File: src/ssrcb_pkg.sv
// constants and types shared by the spi status read/clear bank
package ssrcb_pkg;

  // ==========================================================================
  // frame layout
  localparam int unsigned FRAME_BITS = 16;
  localparam int unsigned ADDR_BITS = 7;
  localparam int unsigned MODE_BIT_POS = 7;
  localparam int unsigned DATA_LSB_POS = 8;
  localparam logic [4:0] FRAME_BITS_CNT = 5'h10;
  localparam logic [4:0] ADDR_DONE_CNT = 5'h07;
  localparam logic [4:0] DATA_FIRST_CNT = 5'h08;

  // ==========================================================================
  // status address map
  localparam logic [6:0] ADDR_GENERAL_BASE = 7'h40;
  localparam logic [6:0] ADDR_SWK_BASE = 7'h70;
  localparam logic [6:0] ADDR_SUPPLY_FAIL_1 = 7'h40;
  localparam logic [6:0] ADDR_WAKE_LEVEL = 7'h48;
  localparam logic [6:0] ADDR_CDR_STATUS_1 = 7'h72;
  localparam logic [6:0] ADDR_CDR_STATUS_2 = 7'h73;
  localparam logic [6:0] ADDR_FAMILY_ID = 7'h7E;

  // read/clear bytes whose fields are held generically
  localparam int unsigned NUM_RC = 10;
  localparam logic [6:0] RC_ADDR [NUM_RC] = '{7'h41, 7'h42, 7'h43, 7'h44, 7'h46,
                                               7'h47, 7'h54, 7'h55, 7'h70, 7'h71};
  // bits latched by the bank; device status bits 3:2 are the live watchdog counter
  localparam logic [7:0] RC_LATCH_MASK [NUM_RC] = '{8'hFF, 8'hFF, 8'hF3, 8'hFF, 8'hFF,
                                                     8'hFF, 8'hFF, 8'hFF, 8'hFF, 8'hFF};
  localparam int unsigned RC_DEV_IDX = 2;
  localparam int unsigned WATCHDOG_FAILURE_COUNTER_LSB = 2;
  localparam int unsigned NUM_LEVEL = 3;

  // ==========================================================================
  // supply-fail status byte
  localparam int unsigned SFS_UV_BIT = 6;
  localparam int unsigned SFS_OV_BIT = 5;
  localparam int unsigned SFS_MOV_BIT = 1;
  localparam int unsigned SFS_WARN_BIT = 0;
  localparam logic [7:0] SFS_RESET = 8'h00;
  localparam logic [7:0] SFS_RESERVED_MASK = 8'h9C;
  localparam logic [7:0] SFS_CLEAR_MASK = 8'h63;
  localparam logic [7:0] SFS_RESTART_KEEP = 8'h63;
  localparam logic [7:0] RC_RESET = 8'h00;

  localparam int unsigned SYNC_STAGES = 2;

  // ==========================================================================
  // carriers
  typedef struct packed {
    logic supply_undervoltage;
    logic supply_overvoltage;
    logic main_regulator_overvoltage;
    logic main_regulator_prewarning;
  } ssrcb_cmp_type;

  typedef struct packed {
    logic [4:0] bit_cnt;
    logic [FRAME_BITS-1:0] rx;
    logic [7:0] tx;
    logic miso;
    logic cs_q;
    logic sclk_q;
    logic frame_done;
    logic uv_mon;
    logic ov_mon;
    logic [7:0] sup1;
    logic [NUM_RC-1:0][7:0] rc;
  } ssrcb_state_type;

endpackage

File: src/ssrcb_sync.sv
// two-flop synchroniser for pins and analog comparator levels
`timescale 1ns/1ps
module ssrcb_sync
  import ssrcb_pkg::*;
#(
  parameter int unsigned WIDTH = 8
)
(
  input wire logic clk_i,              // bank clock
  input wire logic arst_n_i,           // async reset, active low
  input wire logic ce_i,               // clock enable
  input wire logic [WIDTH-1:0] d_i,    // asynchronous levels
  output logic [WIDTH-1:0] q_o         // synchronised levels
);

  typedef struct packed {
    logic [WIDTH-1:0] s1;
    logic [WIDTH-1:0] s2;
  } ssrcb_sync_state_type;

  ssrcb_sync_state_type sync_r;
  ssrcb_sync_state_type sync_nxt;

  // ==========================================================================
  // stage one feeds stage two only
  always_comb
  begin
    sync_nxt = sync_r;
    if (ce_i)
    begin
      sync_nxt.s1 = d_i;
      sync_nxt.s2 = sync_r.s1;
    end
  end

  always_ff @(posedge clk_i or negedge arst_n_i)
  begin
    if (!arst_n_i)
      sync_r <= '0;
    else
      sync_r <= sync_nxt;
  end

  assign q_o = sync_r.s2;

endmodule

File: src/ssrcb_bank.sv
// spi status read/clear register bank with supply-fail status byte
`timescale 1ns/1ps

// Notes on behaviour
// - a status access is one 16-bit frame: 7-bit address plus mode bit, then a data byte.
// - register bits 0..7 travel in frame bits 8..15.
// - frame bit 7 low reads the addressed byte and leaves its flags alone.
// - frame bit 7 high clears the clearable bits of the addressed byte as a whole.
// - read-only and reserved bits ignore clears; read/clear bits can be read and cleared.
// - flags stay latched until the host clears them, except the watchdog failure counter.
// - general status decodes from 0x40, selective wake from 0x70, family id at 0x7E.
// - supply-fail byte resets to zero on power-on or soft reset; restart clears bits 7,4,3,2 only.
// - bit 7 and bits 4:2 of the supply-fail byte always read zero.
// - bit 6 latches supply undervoltage, detected only while the main regulator output is on.
// - bit 5 latches supply overvoltage, detected only while the main regulator output is on.
// - bit 1 latches main regulator overvoltage until the host clears it.
// - bit 0 latches the main regulator prewarning from a fixed threshold comparator.
// - in stop mode undervoltage monitoring is off unless load current is high or prewarning set.
// - overvoltage monitoring runs when the charge pump is enabled, else in stop mode only on high load or prewarning.
module ssrcb_bank
  import ssrcb_pkg::*;
#(
  parameter logic [7:0] FAMILY_ID = 8'hA5    // arbitrary identification value
)
(
  input wire logic clk_i,                                   // 20 MHz bank clock
  input wire logic arst_n_i,                                // power-on reset, active low
  input wire logic ce_i,                                    // clock enable, freezes all state
  input wire logic soft_reset_i,                            // soft reset pulse
  input wire logic restart_i,                               // restart pulse
  input wire logic spi_clk_i,                               // spi clock pin
  input wire logic spi_cs_n_i,                              // spi chip select pin, active low
  input wire logic spi_mosi_i,                              // spi data in pin
  output logic spi_miso_o,                                  // spi data out
  output logic spi_miso_oe_n_o,                             // miso drive enable, active low
  input wire ssrcb_cmp_type supply_cmp_i,                   // analog comparator levels
  input wire logic load_current_peak_i,                     // regulator load above peak threshold
  input wire logic main_regulator_output_i,                 // main regulator output enabled
  input wire logic stop_mode_i,                             // device in stop mode
  input wire logic charge_pump_enable_i,                    // charge pump enable bit
  input wire logic [1:0] watchdog_failure_counter_i,        // live watchdog failure count
  input wire logic [NUM_RC-1:0][7:0] status_event_i,        // set pulses of generic status bytes
  input wire logic [NUM_LEVEL-1:0][7:0] level_status_i,     // live read-only bytes
  output logic uv_monitor_on_o,                             // undervoltage monitor active
  output logic ov_monitor_on_o,                             // overvoltage monitor active
  output logic frame_done_o                                 // pulse after each full frame
);

  // ==========================================================================
  // pin synchronisation
  localparam int unsigned SYNC_W = 8;

  logic [SYNC_W-1:0] sync_in;
  logic [SYNC_W-1:0] sync_out;
  logic sclk_s;
  logic cs_act_s;
  logic mosi_s;
  logic peak_s;
  ssrcb_cmp_type cmp_s;

  // chip select inverted first so a reset synchroniser reads as idle
  assign sync_in = {supply_cmp_i, load_current_peak_i, spi_mosi_i, ~spi_cs_n_i, spi_clk_i};

  ssrcb_sync #(
    .WIDTH(SYNC_W)
  ) u_sync (
    .clk_i(clk_i),
    .arst_n_i(arst_n_i),
    .ce_i(ce_i),
    .d_i(sync_in),
    .q_o(sync_out)
  );

  assign sclk_s = sync_out[0];
  assign cs_act_s = sync_out[1];
  assign mosi_s = sync_out[2];
  assign peak_s = sync_out[3];
  assign cmp_s = sync_out[7:4];

  // ==========================================================================
  // state and frame events
  ssrcb_state_type st_r;
  ssrcb_state_type st_nxt;

  logic sclk_rise;
  logic sclk_fall;
  logic cs_start;
  logic cs_end;
  logic frame_ok;
  logic clear_req;
  logic [6:0] frame_addr;
  logic [7:0] sup1_set;
  logic [7:0] sup1_clr;
  logic [NUM_RC-1:0][7:0] rc_upd;

  assign sclk_rise = sclk_s & ~st_r.sclk_q;
  assign sclk_fall = ~sclk_s & st_r.sclk_q;
  assign cs_start = cs_act_s & ~st_r.cs_q;
  assign cs_end = ~cs_act_s & st_r.cs_q;
  // short frames are dropped, never half applied; longer frames act on their first 16 bits
  assign frame_ok = cs_end && (st_r.bit_cnt == FRAME_BITS_CNT);
  assign frame_addr = st_r.rx[ADDR_BITS-1:0];
  assign clear_req = frame_ok && st_r.rx[MODE_BIT_POS];

  // ==========================================================================
  // supply-fail set events, undervoltage and overvoltage gated by the registered monitor enables
  always_comb
  begin
    sup1_set = 8'h00;
    sup1_set[SFS_UV_BIT] = cmp_s.supply_undervoltage & st_r.uv_mon;
    sup1_set[SFS_OV_BIT] = cmp_s.supply_overvoltage & st_r.ov_mon;
    sup1_set[SFS_MOV_BIT] = cmp_s.main_regulator_overvoltage;
    // fixed threshold comparator, no link to the reset threshold select
    sup1_set[SFS_WARN_BIT] = cmp_s.main_regulator_prewarning;
    sup1_clr = (clear_req && frame_addr == ADDR_SUPPLY_FAIL_1) ? SFS_CLEAR_MASK : 8'h00;
  end

  // ==========================================================================
  // generic read/clear bytes, one entry per status address
  genvar g;
  generate
    for (g = 0; g < NUM_RC; g++)
    begin : g_rc
      logic [7:0] clr;
      assign clr = (clear_req && frame_addr == RC_ADDR[g]) ? 8'hFF : 8'h00;
      // set after clear so a coinciding event survives
      assign rc_upd[g] = ((st_r.rc[g] & ~clr) | status_event_i[g]) & RC_LATCH_MASK[g];
    end
  endgenerate

  // ==========================================================================
  // read multiplexer, unmapped addresses read as zero
  function automatic logic [7:0] read_byte(input logic [6:0] addr, input ssrcb_state_type s,
                                           input logic [NUM_LEVEL-1:0][7:0] lvl,
                                           input logic [1:0] wd);
    logic [7:0] v;
    v = 8'h00;
    // only the general and selective wake windows decode
    if (addr >= ADDR_GENERAL_BASE)
    begin
      if (addr == ADDR_SUPPLY_FAIL_1)
        v = s.sup1 & ~SFS_RESERVED_MASK;
      else if (addr == ADDR_WAKE_LEVEL)
        v = lvl[0];
      else if (addr == ADDR_CDR_STATUS_1 && addr >= ADDR_SWK_BASE)
        v = lvl[1];
      else if (addr == ADDR_CDR_STATUS_2)
        v = lvl[2];
      else if (addr == ADDR_FAMILY_ID)
        v = FAMILY_ID;
      for (int i = 0; i < NUM_RC; i++)
      begin
        if (addr == RC_ADDR[i])
          v = s.rc[i];
      end
      // watchdog counter is shown live and never latched
      if (addr == RC_ADDR[RC_DEV_IDX])
        v[WATCHDOG_FAILURE_COUNTER_LSB +: 2] = wd;
    end
    return v;
  endfunction

  // ==========================================================================
  // next state
  always_comb
  begin
    st_nxt = st_r;
    if (ce_i)
    begin
      st_nxt.sclk_q = sclk_s;
      st_nxt.cs_q = cs_act_s;
      st_nxt.frame_done = frame_ok;
      // monitors use last cycle's prewarning flag to stay glitch free
      st_nxt.uv_mon = main_regulator_output_i
                      & (~stop_mode_i | peak_s | st_r.sup1[SFS_WARN_BIT]);
      st_nxt.ov_mon = main_regulator_output_i
                      & (charge_pump_enable_i | ~stop_mode_i | peak_s | st_r.sup1[SFS_WARN_BIT]);

      // shift engine: sample on rising, drive on falling, lsb first
      if (cs_start)
      begin
        st_nxt.bit_cnt = 5'h00;
        st_nxt.miso = 1'b0;
      end
      else if (cs_act_s && sclk_rise && st_r.bit_cnt < FRAME_BITS_CNT)
      begin
        st_nxt.rx[st_r.bit_cnt[3:0]] = mosi_s;
        st_nxt.bit_cnt = st_r.bit_cnt + 5'h01;
        // address complete as the mode bit arrives: fetch the byte before the data phase
        if (st_r.bit_cnt == ADDR_DONE_CNT)
          st_nxt.tx = read_byte(frame_addr, st_r, level_status_i, watchdog_failure_counter_i);
      end
      else if (cs_act_s && sclk_fall && st_r.bit_cnt >= DATA_FIRST_CNT
               && st_r.bit_cnt < FRAME_BITS_CNT)
      begin
        st_nxt.miso = st_r.tx[st_r.bit_cnt[2:0]];
      end
      else if (!cs_act_s)
      begin
        st_nxt.miso = 1'b0;
      end

      // flags: set wins over clear, resets win over both
      st_nxt.sup1 = ((st_r.sup1 & ~sup1_clr) | sup1_set) & ~SFS_RESERVED_MASK;
      st_nxt.rc = rc_upd;
      if (soft_reset_i)
      begin
        st_nxt.sup1 = SFS_RESET;
        st_nxt.rc = '0;
      end
      else if (restart_i)
      begin
        // masks the normal update so an event in the restart cycle is not lost
        st_nxt.sup1 = st_nxt.sup1 & SFS_RESTART_KEEP;
      end
    end
  end

  always_ff @(posedge clk_i or negedge arst_n_i)
  begin
    if (!arst_n_i)
      st_r <= '0;
    else
      st_r <= st_nxt;
  end

  // ==========================================================================
  // outputs, all from flops
  assign spi_miso_o = st_r.miso;
  assign spi_miso_oe_n_o = ~st_r.cs_q;
  assign uv_monitor_on_o = st_r.uv_mon;
  assign ov_monitor_on_o = st_r.ov_mon;
  assign frame_done_o = st_r.frame_done;

  // ==========================================================================
  // checks
  logic quiet_sup;
  assign quiet_sup = ce_i && !soft_reset_i && !restart_i && (sup1_set == 8'h00);

  chk_frame_len: assert property (@(posedge clk_i) disable iff (!arst_n_i)
    st_r.bit_cnt <= FRAME_BITS_CNT)
    else $error("bit counter ran past sixteen");

  chk_data_lane: assert property (@(posedge clk_i) disable iff (!arst_n_i)
    (ce_i && cs_act_s && sclk_fall && !cs_start && st_r.bit_cnt >= DATA_FIRST_CNT
     && st_r.bit_cnt < FRAME_BITS_CNT) |=> (spi_miso_o == $past(st_r.tx[st_r.bit_cnt[2:0]])))
    else $error("data byte bit not driven on its frame slot");

  chk_read_keeps: assert property (@(posedge clk_i) disable iff (!arst_n_i)
    (frame_ok && !st_r.rx[MODE_BIT_POS] && quiet_sup) |=> (st_r.sup1 == $past(st_r.sup1)))
    else $error("read frame changed supply flags");

  chk_clear_sup: assert property (@(posedge clk_i) disable iff (!arst_n_i)
    (clear_req && frame_addr == ADDR_SUPPLY_FAIL_1 && quiet_sup) |=> (st_r.sup1 == 8'h00))
    else $error("clear frame did not wipe supply flags");

  chk_unmapped_zero: assert property (@(posedge clk_i) disable iff (!arst_n_i)
    (ce_i && cs_act_s && sclk_rise && !cs_start && st_r.bit_cnt == ADDR_DONE_CNT
     && frame_addr < ADDR_GENERAL_BASE) |=> (st_r.tx == 8'h00))
    else $error("address below status window returned data");

  chk_soft_zero: assert property (@(posedge clk_i) disable iff (!arst_n_i)
    (ce_i && soft_reset_i) |=> (st_r.sup1 == SFS_RESET))
    else $error("soft reset left supply flags set");

  chk_restart_keep: assert property (@(posedge clk_i) disable iff (!arst_n_i)
    (ce_i && restart_i && !soft_reset_i)
    |=> (st_r.sup1 == ((($past(st_r.sup1) & ~$past(sup1_clr)) | $past(sup1_set)) & SFS_RESTART_KEEP)))
    else $error("restart changed kept supply bits");

  chk_reserved_zero: assert property (@(posedge clk_i) disable iff (!arst_n_i)
    (st_r.sup1 & SFS_RESERVED_MASK) == 8'h00)
    else $error("reserved supply bit set");

  chk_uv_gate: assert property (@(posedge clk_i) disable iff (!arst_n_i)
    (ce_i && !st_r.uv_mon && !st_r.sup1[SFS_UV_BIT]) |=> !st_r.sup1[SFS_UV_BIT])
    else $error("undervoltage latched while monitor off");

  chk_ov_gate: assert property (@(posedge clk_i) disable iff (!arst_n_i)
    (ce_i && !st_r.ov_mon && !st_r.sup1[SFS_OV_BIT]) |=> !st_r.sup1[SFS_OV_BIT])
    else $error("overvoltage latched while monitor off");

  chk_mov_sticky: assert property (@(posedge clk_i) disable iff (!arst_n_i)
    (st_r.sup1[SFS_MOV_BIT] && !soft_reset_i && !(clear_req && frame_addr == ADDR_SUPPLY_FAIL_1))
    |=> st_r.sup1[SFS_MOV_BIT])
    else $error("regulator overvoltage flag dropped on its own");

  chk_warn_set: assert property (@(posedge clk_i) disable iff (!arst_n_i)
    (ce_i && cmp_s.main_regulator_prewarning && !soft_reset_i) |=> st_r.sup1[SFS_WARN_BIT])
    else $error("prewarning not latched");

  chk_stop_uv_off: assert property (@(posedge clk_i) disable iff (!arst_n_i)
    (ce_i && stop_mode_i && !peak_s && !st_r.sup1[SFS_WARN_BIT]) |=> !uv_monitor_on_o)
    else $error("undervoltage monitor on in quiet stop mode");

  chk_cp_ov_on: assert property (@(posedge clk_i) disable iff (!arst_n_i)
    (ce_i && charge_pump_enable_i && main_regulator_output_i) |=> ov_monitor_on_o)
    else $error("overvoltage monitor off with charge pump on");

  chk_set_wins: assert property (@(posedge clk_i) disable iff (!arst_n_i)
    (ce_i && !soft_reset_i && sup1_set[SFS_UV_BIT] && sup1_clr[SFS_UV_BIT]) |=> st_r.sup1[SFS_UV_BIT])
    else $error("undervoltage event lost to a clear");

  cov_read_frame: cover property (@(posedge clk_i) disable iff (!arst_n_i)
    frame_ok && !st_r.rx[MODE_BIT_POS]);

  cov_clear_frame: cover property (@(posedge clk_i) disable iff (!arst_n_i)
    clear_req && frame_addr == ADDR_SUPPLY_FAIL_1);

  cov_uv_event: cover property (@(posedge clk_i) disable iff (!arst_n_i)
    ce_i && sup1_set[SFS_UV_BIT] ##1 st_r.sup1[SFS_UV_BIT]);

endmodule

File: config.mk
export PLATFORM = sky130hd
export DESIGN_NAME = ssrcb_bank
export DESIGN_NICKNAME = d
export VERILOG_FILES = /design/src/ssrcb_pkg.sv /design/src/ssrcb_sync.sv /design/src/ssrcb_bank.sv
export SDC_FILE = /design/constraint.sdc
export NUM_CORES = 1
export LEC_CHECK = 0
export BUFFER_PORTS_ARGS = -buffer_cell sky130_fd_sc_hd__buf_2
export CORE_MARGIN = 1
export CORE_UTILIZATION = 62
export CTS_BUF_LIST = sky130_fd_sc_hd__clkbuf_4
export DETAILED_ROUTE_END_ITERATION = 6
export HOLD_SLACK_MARGIN = 0.02
export PLACE_DENSITY_LB_ADDON = 0.3
export SYNTH_ARGS = -nofsm -noshare
export SYNTH_HDL_FRONTEND = slang
export SYNTH_SLANG_ARGS = --single-unit
File: constraint.sdc
create_clock -name clk_i -period 4.72 [get_ports clk_i]
set_input_delay 0.236 -clock clk_i [delete_from_list [all_inputs] [get_ports clk_i]]
set_output_delay 0.236 -clock clk_i [all_outputs]
set_load 0.05 [all_outputs]
; Word-level counts from Yosys, hierarchy flattened
; Cells that the tools add are included.
[totals]
output_inout_bits = 5
register_bits = 138
input_bits = 122
elab_cells = 169
[op_classes]
n_eq_ne = 19
add_sub_neg = 1
reduce_logical = 25
muxes = 42
bitwise = 53
order_cmp = 7
[op_table]
columns = cell, n
row1 = two-way mux 8 bit, 27
row2 = == test 7 bit (second input constant), 15
row3 = AND 8 bit, 10
row4 = two-way mux 80 bit, 1
row5 = NOT 8 bit, 10
row6 = bitwise OR 8 bit, 10
row7 = two-way mux 29 bit, 1
row8 = logical AND 1 bit, 20
row9 = bitwise mux 16 bit, 1
row10 = >= comparator 7 bit (second input constant), 2
row11 = two-way mux 7 bit, 2
row12 = AND 1 bit, 8
row13 = AND 7 bit, 1
row14 = NOT 1 bit, 7
row15 = NOT 7 bit, 1
row16 = bitwise OR 7 bit, 1
row17 = two-way mux 1 bit, 6
row18 = AND reduction 3 bit, 2
row19 = adder 5 x 1 -> 5 bit (second input constant), 1
row20 = == test 5 x 3 -> 1 bit (second input constant), 1
row21 = == test 5 bit (second input constant), 1
row22 = >= comparator 5 x 4 -> 1 bit (second input constant), 1
row23 = less-than comparator 4 x 5 -> 1 bit (second input constant), 1
row24 = less-than comparator 5 bit (second input constant), 1
row25 = 12 further kinds, 16

; Longest topological paths before layout
[logic_depth]
depth_word = 21
depth_mapped = 9
ltp_nobuf = 6

; Modules after synthesis
; A second synthesis with hierarchy kept.
[hier_totals]
hier_cells = 619
area_unflattened_um2 = 6439.9
[by_module_without_submodules]
columns = mod, cells_each, area_each_um2, instances, seq_area_each_um2
row1 = ssrcb_bank, 577, 5730.5, 1, 2727.6
row2 = ssrcb_sync, 42, 709.4, 1, 400.4

; Least setup slack after synthesis
; No wires, ideal clock.
[synth_path]
kind = flip-flop to flip-flop
start = reg with a tool-made name
end = reg st_r[101] in the netlist's numbering
setup_slack_ps = 2490
setup_time_ps = 131
t_arrival_ps = 2099
synth_period_minus_slack_ps = 2230
t_required_ps = 4589
n_path_buf = 3
stages_incl_launch_ff = 10
path_cell_list = dfrtp_1 buf_6 or4b_4 buf_6 or2_1 buf_6 o32ai_2 a31oi_1 o32ai_1 a31oi_1
[synth_rtl]
columns = element, line
row1 = "end signal, assigned", ssrcb_bank.sv:224  ; st_r <= st_nxt;
row2 = "end, declared", ssrcb_bank.sv:82  ; ssrcb_state_type st_r;

==> flow_summary.toml <==
[sta]
min_period_ns = 3.02
period_share_pct = 64.0
rsz0062_at_grt = "false"
worst_slew_pin_slew_ns = 1.06
fmax_mhz = 331
skew_ns = 0.0110
slew_violations = 0
finalSetupTns_ns = 0
holdWs_ns = 0.111
relSlewSlack_pct = 29.4
setup_viol = 0
final-hold-violation-count = 0

[routing]
postRouteAntennaNets = 0
drt_wl_total_um = 20100
via_count = 6175
drt_iter0_markers = 698
post_drt_via_cell_ratio = 6.58
first_pass_iters = 7
wl_per_cell_um = 21.5
drc = 17

[power_and_ir_drop]
pwr-share-seq_pct = 49.2
p_switching_uw = 880
clkPwrFrac_pct = 28.8
cell_internal_pwr_uw = 1850
total_power_uw = 2730
p_leak_uw = 0.00365
peakVddDrop_uv = 278
p_comb_share_pct = 22.0
p_sw_share_pct = 32.3
power_density_mw_per_mm2 = 334

[synthesis]
async_reset_ff_share_pct = 100
synthesis.area_mm2 = 0.00632
ys_ff_latch = 125
synthTopCellsByArea = "dfrtp_1 50%, a22o_1 11%, mux2_2 4.6%"
syn_nets = 724
yosys.area.top_type_share_pct = 49.5
synth_edf_count = 0
yosysTopAreaCell = "dfrtp_1"
avgSynthCellArea_um2 = 10.6
yosysUniqueCellTypes = 70
ys_seq_area_share_pct = 49.5
synthFlopType = "dfrtp_1"
syn_inst = 598
ys_warn_count = 0

[worst_hold_path]
hold_class = "input port to flip-flop"
min_delay_path_depth = 5
hp-start = "watchdog_failure_counter_i[1]"
min_to = "st_r[97]"

[clock_network]
cts_made_buffers = 17
clk_latency_ns = 0.55
root_buffer = "clkbuf_4"
ctsResizeCount = 0
clk_pin_slew_ns = 0.11
cts_tree = "done"
cts_setup_buffers = 0
cts.path.max_buffers = 2
clock_sinks = 125
htreeDepth = 4
hold_buffers = 92

[floorplanning]
die_w_um = 103
dieArea_mm2 = 0.0106
start_util_pct = 64.3
rows = 36
boundaryPins = 127
die_h_um = 103
core_area_mm2 = 0.00982

[grt]
grtUsageTotal_pct = 40.3
antenna_found_initial = 1
grt_max_degree = 87
grt_pass1_wl_um = 31300
grt-ovfl-total = 0
grt_pass1_vias = 6106

[worst_setup_path]
rr_endpoint = "st_r[99]"
r2r_slack_ns = 1.70
crit_path_start_kind = "flip-flop"
end_kind = "flip-flop"
r2r_cells = 7
cp_max_fo = 30
worst-setup-path-type = "flip-flop to flip-flop"
crit_required_ns = 5.16
critPathArrivalTime_ns = 3.47

[layout]
drive_above_1_share_pct = 24.7
fin_area_mm2 = 0.00816
mostFrequentLayoutCells = "124 x dfrtp_1, 122 x buf_2, 92 x dlygate4sd3_1, 82 x a22o_1, 37 x nor2_1"
area_growth_pct = 29.1
finalNetCount = 919
multiInputGateArea_mm2 = 0.00296
fill_cells = 565
seq_area_mm2 = 0.00313
final_common_cell = "dfrtp_1"

[place]
portBuffers = 123
placed_area_mm2 = 0.00695
dpl.hpwl_um = 12300
gp_congestion = 0.927

[outcome]
status = "finished, violations left"
violations = "design-rule violations"

[job]
maxCapViolations = 0
Yosys cell counts, types with 11 or more instances:
cell / instances
nor2b_1: 17
inv_1: 12
nor2_1: 37
a21oi_1: 27
o22ai_1: 11
a22o_1: 82
nand2_1: 32
nand3_1: 14
nor3_1: 16
o21ai_0: 19
mux2_2: 26
dfrtp_1: 125
nand2b_1: 11
clkbuf_1: 28
worst max-delay path by stage:
stage          cells after the start  slack, ns        end
6_report                           7       1.70   st_r[99]
5_1_grt                            6       1.59   st_r[99]
4_1_cts                            6       1.78   st_r[99]
3_5_place_dp                       6       1.79   st_r[99]
3_3_place_gp                       6       1.81   st_r[99]
2_1_floorplan                      9       2.49  st_r[101]
sequential cells by signal (all words and copies together), names as in the netlist, named ones only:
signal           count
ov_monitor_on_o      1
uv_monitor_on_o      1
u_sync.sync_r        8
frame_done_o         1
st_r                97
u_sync.q_o           8
spi_miso_o           1
final cells by class:
cell class	instances	area share, %
well taps	133	2.04
clock inverters	12	1.81
flip-flops and latches	125	38.3
inverters	12	0.552
repair buffers	219	19.2
diodes	1	0.0307
multi-input cells	418	36.2
clock buffers	19	1.75
stage by stage:
stage | setup WS [ns] | instances | utilization [%]
finish | 1.70 | 939 | 83.1
detailed placement | 1.79 | 815 | 70.7
global placement | 1.81 | 815 | 70.7
floorplan | 2.49 | 598 | -
CTS | 1.78 | 938 | 83.1
global route | 1.59 | 938 | 83.1
routing by layer:
layer,vias up,track usage [%],share of wire [%]
li1,2668,-,-
met3,97,12.5,9.7
met5,-,0,0
met1,2970,50.8,39
met2,440,61.5,46
met4,0,23.7,5.0
worst max-delay path: stages, from the launching register on:
cell and delay (ns):
dfrtp_1 0.52, buf_4 0.36, nor2b_1 0.61, nand2_1 0.20
o2111a_1 0.27, o21ai_0 0.33, o211ai_1 0.27, a221o_1 0.34
power by group through the flow:
stage	clock [uW]	sequential [uW]	combinational, uW
after floorplan	0	1270	403
after detailed placement	0	1350	515
after global placement	0	1350	498
final	786	1340	599
after global routing	841	1350	646
after CTS	788	1330	577
kinds of logic (layout without fill, tap and decap cells):
logic type	count (synthesis)	count (layout)	share of synthesized area, %
buf+inv	55	262	3.80
xor+xnor	1	1	0.139
other cells	0	1	0
fa+ha+maj	4	4	0.792
mux	38	38	6.93
compound gates	210	210	25.0
simple gates	165	165	13.8
flops	125	125	49.5
No activity file was read; power rests on OpenSTA's default activity.
